### src/fwp_pkg.sv
/*
 package of the flash write-protection block: status layout, opcodes,
 protected-range decode and timing counts.
 assumes a 20 MHz system clock and a serial link far slower than it.
*/
// What this block does
// - lock set, pin low: status write refused
// - lock set, pin high: status write accepted
// - lock clear: status write accepted at either pin level
// - bit 0 reads busy flag
// - bit 1 reads write latch, reset 0
// - bits 2-4 guard field, bits 5-6 zero
// - bit 7 holds status write lock
// - 1 Mbit guard ranges decode
// - 2 Mbit guard ranges decode
// - 4 Mbit guard ranges decode
// - write instructions need clock count multiple eight
// - pin high: nothing protected
// - pin low: guard and lock protect
// - write instructions need latch set first
// - program or erase into protected range refused
// - full erase only with guard bits zero or pin high
// - latch clears when write completes
package fwp_pkg;

	localparam int          STATUS_BUSY_BIT  = 0;
	localparam int          STATUS_LATCH_BIT = 1;
	localparam int          STATUS_GUARD_LSB = 2;
	localparam int          STATUS_GUARD_MSB = 4;
	localparam int          STATUS_LOCK_BIT  = 7;
	localparam logic [2:0]  GUARD_RESET      = 3'h0;
	localparam logic        LOCK_RESET       = 1'b0;
	localparam logic        LATCH_RESET      = 1'b0;

	localparam logic [7:0]  OP_WRITE_UNLOCK  = 8'h06;
	localparam logic [7:0]  OP_WRITE_RELOCK  = 8'h04;
	localparam logic [7:0]  OP_STATUS_READ   = 8'h05;
	localparam logic [7:0]  OP_STATUS_WRITE  = 8'h01;
	localparam logic [7:0]  OP_PAGE_PROGRAM  = 8'h02;
	localparam logic [7:0]  OP_SECTOR_ERASE  = 8'hd7;
	localparam logic [7:0]  OP_BLOCK_ERASE   = 8'hd8;
	localparam logic [7:0]  OP_FULL_ERASE    = 8'hc7;

	localparam int          CLOCK_HZ             = 20_000_000;
	localparam int          STATUS_WRITE_TIME_NS = 1000;
	localparam int          STATUS_WRITE_CYCLES  =
		(STATUS_WRITE_TIME_NS * (CLOCK_HZ / 1_000_000) + 999) / 1000;

	typedef enum logic [1:0] {
		FWP_OP_PROGRAM = 2'b00,
		FWP_OP_SECTOR  = 2'b01,
		FWP_OP_BLOCK   = 2'b10,
		FWP_OP_FULL    = 2'b11
	} fwp_op_type;

	// floor of the protected upper region, per density; all set means whole array
	function automatic logic fwp_protected(input logic [23:0] addr,
		input logic [2:0] guard, input int mbit, input logic wp_n);
		logic [23:0] a;
		logic        hit;
		a   = addr;
		hit = 1'b0;
		if (mbit == 1) begin
			a = {7'h00, addr[16:0]};
			case (guard[1:0])
				2'b01:   hit = (a >= 24'h018000);
				2'b10:   hit = (a >= 24'h010000);
				2'b11:   hit = 1'b1;
				default: hit = 1'b0;
			endcase
		end else if (mbit == 2) begin
			a = {6'h00, addr[17:0]};
			case (guard[1:0])
				2'b01:   hit = (a >= 24'h030000);
				2'b10:   hit = (a >= 24'h020000);
				2'b11:   hit = 1'b1;
				default: hit = 1'b0;
			endcase
		end else begin
			a = {5'h00, addr[18:0]};
			case (guard)
				3'b000:  hit = 1'b0;
				3'b001:  hit = (a >= 24'h070000);
				3'b010:  hit = (a >= 24'h060000);
				3'b011:  hit = (a >= 24'h040000);
				default: hit = 1'b1;
			endcase
		end
		return hit & ~wp_n;
	endfunction

endpackage

### src/fwp_top.sv
/*
 write-protection logic of a serial flash: serial instruction intake,
 status register, guard decode and start of internal write cycles.
 assumes the array engine reports completion with a one-cycle pulse on
 this clock; serial pins are asynchronous and are synchronised here.
*/
`timescale 1ns/1ns
module fwp_top #(
	parameter int DENSITY_MBIT = 4
) (
	// clock and reset
	input  wire logic                clock_i,
	input  wire logic                reset_n_i,
	// serial link pins
	input  wire logic                select_n_i,
	input  wire logic                sck_i,
	input  wire logic                mosi_i,
	input  wire logic                write_protect_pin_n_i,
	output logic                     miso_o,
	output logic                     miso_oe_o,
	// array engine
	input  wire logic                array_done_i,
	output logic                     op_start_o,
	output fwp_pkg::fwp_op_type      op_kind_o,
	output logic [23:0]              op_addr_o,
	// status view
	output logic [7:0]               status_o
);
	import fwp_pkg::*;

	typedef struct packed {
		logic        cs_s1;
		logic        cs_s2;
		logic        cs_s3;
		logic        sck_s1;
		logic        sck_s2;
		logic        sck_s3;
		logic        mosi_s1;
		logic        mosi_s2;
		logic        wp_s1;
		logic        wp_s2;
		logic [2:0]  bitcnt;
		logic [2:0]  bytecnt;
		logic [6:0]  shift;
		logic [7:0]  opcode;
		logic [7:0]  data;
		logic [23:0] addr;
		logic        lock;
		logic [2:0]  guard;
		logic        latch;
		logic        busy;
		logic [7:0]  timer;
		logic        miso;
		logic        miso_oe;
		logic        op_start;
		fwp_op_type  op_kind;
		logic [23:0] op_addr;
	} fwp_state_type;

	localparam fwp_state_type STATE_RESET = '{
		cs_s1: 1'b1, cs_s2: 1'b1, cs_s3: 1'b1,
		lock: LOCK_RESET, guard: GUARD_RESET, latch: LATCH_RESET,
		op_kind: FWP_OP_PROGRAM, default: '0};

	fwp_state_type st;
	fwp_state_type next_st;

	logic [7:0] status_now;
	logic [7:0] byte_now;
	logic       rise;
	logic       fall;
	logic       frame_end;
	logic       whole;
	logic       locked;
	logic       prot;
	logic       reading;

	// fewest whole bytes a write instruction needs; shorter frames are dropped
	function automatic logic [2:0] fwp_min_bytes(input logic [7:0] op);
		case (op)
			OP_STATUS_WRITE: return 3'h2;
			OP_PAGE_PROGRAM: return 3'h5;
			OP_SECTOR_ERASE: return 3'h4;
			OP_BLOCK_ERASE:  return 3'h4;
			default:         return 3'h1;
		endcase
	endfunction

	// kind reported to the array engine for each starting instruction
	function automatic fwp_op_type fwp_kind_of(input logic [7:0] op);
		case (op)
			OP_PAGE_PROGRAM: return FWP_OP_PROGRAM;
			OP_SECTOR_ERASE: return FWP_OP_SECTOR;
			OP_BLOCK_ERASE:  return FWP_OP_BLOCK;
			default:         return FWP_OP_FULL;
		endcase
	endfunction

	always_comb begin
		status_now = 8'h00;
		status_now[STATUS_BUSY_BIT] = st.busy;
		status_now[STATUS_LATCH_BIT] = st.latch;
		status_now[STATUS_GUARD_MSB:STATUS_GUARD_LSB] = st.guard;
		status_now[STATUS_LOCK_BIT] = st.lock;
		rise      = st.sck_s2 & ~st.sck_s3 & ~st.cs_s2;
		fall      = ~st.sck_s2 & st.sck_s3 & ~st.cs_s2;
		frame_end = st.cs_s2 & ~st.cs_s3;
		byte_now  = {st.shift, st.mosi_s2};
		whole     = (st.bitcnt == 3'h0) && (st.bytecnt != 3'h0);
		locked    = st.lock & ~st.wp_s2;
		prot      = fwp_protected(st.addr, st.guard, DENSITY_MBIT, st.wp_s2);
		reading   = (st.opcode == OP_STATUS_READ) && (st.bytecnt != 3'h0);

		next_st          = st;
		next_st.cs_s1    = select_n_i;
		next_st.cs_s2    = st.cs_s1;
		next_st.cs_s3    = st.cs_s2;
		next_st.sck_s1   = sck_i;
		next_st.sck_s2   = st.sck_s1;
		next_st.sck_s3   = st.sck_s2;
		next_st.mosi_s1  = mosi_i;
		next_st.mosi_s2  = st.mosi_s1;
		next_st.wp_s1    = write_protect_pin_n_i;
		next_st.wp_s2    = st.wp_s1;
		next_st.op_start = 1'b0;

		// frame start: counters restart so a partial earlier frame cannot leak in
		if (~st.cs_s2 & st.cs_s3) begin
			next_st.bitcnt  = 3'h0;
			next_st.bytecnt = 3'h0;
		end

		if (rise) begin
			next_st.shift  = byte_now[6:0];
			next_st.bitcnt = st.bitcnt + 3'h1;
			if (st.bitcnt == 3'h7) begin
				case (st.bytecnt)
					3'h0: next_st.opcode = byte_now;
					3'h1: begin
						next_st.data        = byte_now;
						next_st.addr[23:16] = byte_now;
					end
					3'h2: next_st.addr[15:8] = byte_now;
					3'h3: next_st.addr[7:0]  = byte_now;
					default: next_st.addr = st.addr;
				endcase
				if (st.bytecnt != 3'h7) begin
					next_st.bytecnt = st.bytecnt + 3'h1;
				end
			end
		end

		// status shifts out on falling edges and loops while selected
		if (fall && reading) begin
			next_st.miso = status_now[3'h7 - st.bitcnt];
		end
		next_st.miso_oe = ~st.cs_s2 && reading;

		// while busy every instruction but status read is dropped
		if (frame_end && whole && !st.busy) begin
			case (st.opcode)
				OP_WRITE_UNLOCK: next_st.latch = 1'b1;
				OP_WRITE_RELOCK: next_st.latch = 1'b0;
				OP_STATUS_WRITE: begin
					if (st.latch && !locked && st.bytecnt >= fwp_min_bytes(st.opcode)) begin
						next_st.lock  = st.data[STATUS_LOCK_BIT];
						next_st.guard = st.data[STATUS_GUARD_MSB:STATUS_GUARD_LSB];
						next_st.busy  = 1'b1;
						next_st.timer = 8'(STATUS_WRITE_CYCLES);
					end
				end
				OP_PAGE_PROGRAM, OP_SECTOR_ERASE, OP_BLOCK_ERASE: begin
					if (st.latch && !prot && st.bytecnt >= fwp_min_bytes(st.opcode)) begin
						next_st.busy     = 1'b1;
						next_st.op_start = 1'b1;
						next_st.op_addr  = st.addr;
						next_st.op_kind  = fwp_kind_of(st.opcode);
					end
				end
				OP_FULL_ERASE: begin
					// the pin releases guard protection, full erase included
					if (st.latch && (st.guard == 3'h0 || st.wp_s2)) begin
						next_st.busy     = 1'b1;
						next_st.op_start = 1'b1;
						next_st.op_addr  = 24'h000000;
						next_st.op_kind  = fwp_kind_of(st.opcode);
					end
				end
				default: next_st.latch = st.latch;
			endcase
		end

		// completion of the running cycle
		if (st.busy) begin
			if (st.timer != 8'h00) begin
				next_st.timer = st.timer - 8'h01;
				if (st.timer == 8'h01) begin
					next_st.busy  = 1'b0;
					next_st.latch = 1'b0;
				end
			end else if (array_done_i) begin
				next_st.busy  = 1'b0;
				next_st.latch = 1'b0;
			end
		end
	end

	always_ff @(posedge clock_i or negedge reset_n_i) begin
		if (!reset_n_i) begin
			st <= STATE_RESET;
		end else begin
			st <= next_st;
		end
	end

	assign miso_o     = st.miso;
	assign miso_oe_o  = st.miso_oe;
	assign op_start_o = st.op_start;
	assign op_kind_o  = st.op_kind;
	assign op_addr_o  = st.op_addr;
	assign status_o   = {st.lock, 2'b00, st.guard, st.latch, st.busy};

endmodule // fwp_top

### config.mk
export PLATFORM = sky130hd
export DESIGN_NAME = fwp_top
export DESIGN_NICKNAME = d
export VERILOG_FILES = /design/src/fwp_pkg.sv /design/src/fwp_top.sv
export SDC_FILE = /design/constraint.sdc
export NUM_CORES = 1
export LEC_CHECK = 0
export ABC_AREA = 0
export BUFFER_PORTS_ARGS = -buffer_cell sky130_fd_sc_hd__buf_2
export CAP_MARGIN = 20
export CORE_UTILIZATION = 61
export CTS_CLUSTER_DIAMETER = 150
export CTS_CLUSTER_SIZE = 10
export DETAILED_ROUTE_END_ITERATION = 7
export PLACE_DENSITY_LB_ADDON = 0.15
export SYNTH_ARGS = -nofsm -noshare
export SYNTH_HDL_FRONTEND = slang
export SYNTH_SLANG_ARGS = --single-unit
### constraint.sdc
create_clock -name clock_i -period 6.85 [get_ports clock_i]
set_input_delay 0.3425 -clock clock_i [delete_from_list [all_inputs] [get_ports clock_i]]
set_output_delay 0.3425 -clock clock_i [all_outputs]
set_load 0.02 [all_outputs]
==> metrics.txt <==
total length of routed wires=approximately 8000 um; first-pass GRT wire length=approximately 14000 um; most frequent cells in the layout=dfrtp_1, mux2_2, buf_2, nand2_1, a22o_1; synthesized area=approximately 4500 um^2; Hold Path Sink=next_st[104]$_DFF_PN1_; Primary FF master, synth=dfrtp_1; top sig layer=met4; leak pwr=about 2.3 nW; Peak Freq=287 MHz; Reg2Reg Depth=9; final core utilization=between 60 and 70%; Core Area=6980 um^2; CP delay by family, top=simple AND/OR/NAND/NOR gates; CP endpoint kind=flop; CTS tree=yes; DRC Markers=0; Vias/cell=5.78; register bit count reported by yosys=approximately 100; max-capacitance violation count=0; routability cong.=a little over 0.8; placed cell area=4510 um^2; compound-cell area share of the yosys netlist=roughly a tenth; Required @ worst endpoint=between 7 and 8 ns; largest net degree at the start of global routing=between 60 and 70; r2r endpoint=op_addr_o[1]$_DFFE_PN0P_; CP max stage delay=~0.85 ns; Max-slew headroom=29.6%; Cell Rows=30; HP Start=select_n_i; power density over the cells=219 nW/um^2; Hold Fails Final Rpt=0; initial antenna violation count=0; unrepaired setup endpoints after global routing=false; PortBufs=slightly above 40; Iter 0 DRT Violations=between 150 and 200; critical path launch point type=flop; Initial Util=64.5%; syn avg cell area=between 10 and 15 um^2; worst vdd ir=0.127 mV; wl on met1=approximately 3800 um; most common cell after layout, fill and taps aside=dfrtp_1; CP cell instances=nand3b_1 > or3_4 > o211ai_2 > inv_1 > ha_1 > o2111ai_1 > nor3_1 > and3_1 > a22o_2; clock-pin slew on the worst setup and hold paths=0.10 ns; share of cells above drive strength 1=between 30% and 40%; CTS Buf Count=9; clk_lat worst skew=~0.37 ns; Post-Synth XOR/XNOR Area=0.389%; outcome=completed; post-synthesis adder-cell area fraction=under 10%; fin crit period=between 3 and 4 ns; Post-Synth Simple-Gate Area=11.4%; drt first pass iters=4; Slew Viols, Final=0; grt ovf=0; io pins=44; H-tree Lvls=3; hold crit path type=input pin to flop; Nets=a little under 400; # diodes=0; largest family of logic cells by synthesized area=simple AND/OR/NAND/NOR gates; register area share after synthesis=54.5%; WL met3=245 um; CTS sink count=98; Worst-Margin Slew=around 1.1 ns; Max FO, Critical Path=24; R2R Path Start=st[80]$_DFFE_PN0P_; Slowest cell on crit path=and3_1; DPL Wire Length=about 5500 um; Crit path arrival time=3.79 ns; Routed WL per cell=about 17 um; worst setup path category=flop to flop; Synth cell types=55; worst hold slack=around 0.074 ns; clk buf depth=2; die height=87.9 um; antenna viol nets, final=0; WL met2=3740 um; Cells after Synth=approximately 360; setup bufs post-CTS=0; final cycle utilization of the critical path=about half; Post-synth ARST share=100%; post-CTS resize count=0; Die W=87.9 um; Crit path buffers/inverters=1; Setup TNS=0 ns; Final Cell Area=between 4000 and 5000 um^2; DR vias=between 2k and 3k; GRT Overall Usage=23.5%; vias in the first global route=around 2.7k; mux contribution to synthesized area=a little over a tenth; P&R area growth vs syn=4.64%; Clock Tree Root=clkbuf_8; EDFF count, synth=0; final setup fails=0; die area=7730 um^2; Clock Skew=roughly 0.017 ns; WHS Path Cells=1; R2R setup slack=about 3.4 ns; Synth warnings=0
## per-stage QoR
step           cells  setup slack (ns)  power [W]
6_report         475              3.37    0.00103
5_1_grt          475              3.03    0.00107
4_1_cts          474              3.40    0.00104
3_5_place_dp     457              3.36   0.000698
3_3_place_gp     457              3.54   0.000693
2_1_floorplan    363              4.08   0.000662
## logic make-up after synthesis
kind of cell	count (synthesis)
adders and majority gates	14
buffers and inverters	57
other	1
DFF	98
and+or+nand+nor	85
muxes	43
AOI/OAI and AO/OA	62
xor gates and xnor gates	2
## area by class of cell
class / instances / area, um^2
sequential: 98 / 2460
clock inverter: 6 / 46.3
fill: 525 / 2270
clock buffer: 10 / 138
multi-input combinational: 208 / 1670
tap: 96 / 120
timing repair buffer: 44 / 240
inverter: 13 / 48.8
## power breakdown
part | leakage [nW] | switching (W) | internal [W] | total, W
logic | 0.921 | 0.0000239 | 0.0000222 | 0.0000461
clock network | 0.0897 | 0.000202 | 0.000145 | 0.000348
registers | 1.33 | 0.0000389 | 0.000601 | 0.000640
total | 2.34 | 0.000265 | 0.000768 | 0.00103
## metal layers
metal	GRT usage, %	vias to the layer above
met5	0	-
met4	9.09	0
met3	3.49	13
met2	35.4	59
met1	34.6	1380
li1	-	1293
## registers in the layout, summed over array words and instances (netlist names)
signal      flops
status_o        6
byte_now        8
op_addr_o      24
st             49
miso_o          1
miso_oe_o       1
next_st         6
op_start_o      1
op_kind_o       2
## cell usage after synthesis, drive strengths merged, types with 2 or more instances
cell type  instances  share of area [%]
and3               2               0.28
buf               43                7.4
ha                14                3.9
a22o              24                4.9
o21ai             18                2.0
nand2             23                1.9
nand4b             2               0.39
inv               13                1.1
nor4b              3               0.58
nand3b             3               0.50
nand4              2               0.28
nor2               7               0.64
or3b               2               0.39
a21oi              8               0.89
o211ai             3               0.72
nor4               5                1.0
a22oi              2               0.44
mux2              40                 10
mux2i              2               0.44
or4                4               0.75
nor3               6               0.78
nor3b              3               0.61
a211oi             2               0.33
nand3             13                1.6
nand2b             5               0.69
dfrtp             95                 53
dfstp              3                1.7
and2               2               0.28
## what timing repair did
| action | in CTS | in global routing |
|---|---|---|
| setup endpoints to repair | 0 | 0 |
| hold buffers | 1 | 0 |
| hold endpoints to repair | 33 | 0 |
## worst max-delay path by stage
stage | from | to | cells after the start
finish | st[80]$_DFFE_PN0P_ | op_addr_o[1]$_DFFE_PN0P_ | 9
global route | st[80]$_DFFE_PN0P_ | op_addr_o[3]$_DFFE_PN0P_ | 9
CTS | st[80]$_DFFE_PN0P_ | op_addr_o[1]$_DFFE_PN0P_ | 9
detailed placement | st[80]$_DFFE_PN0P_ | op_addr_o[1]$_DFFE_PN0P_ | 9
global placement | st[80]$_DFFE_PN0P_ | op_addr_o[1]$_DFFE_PN0P_ | 9
floorplan | st[80]$_DFFE_PN0P_ | op_addr_o[0]$_DFFE_PN0P_ | 10
No activity file was read; power rests on OpenSTA's default activity.
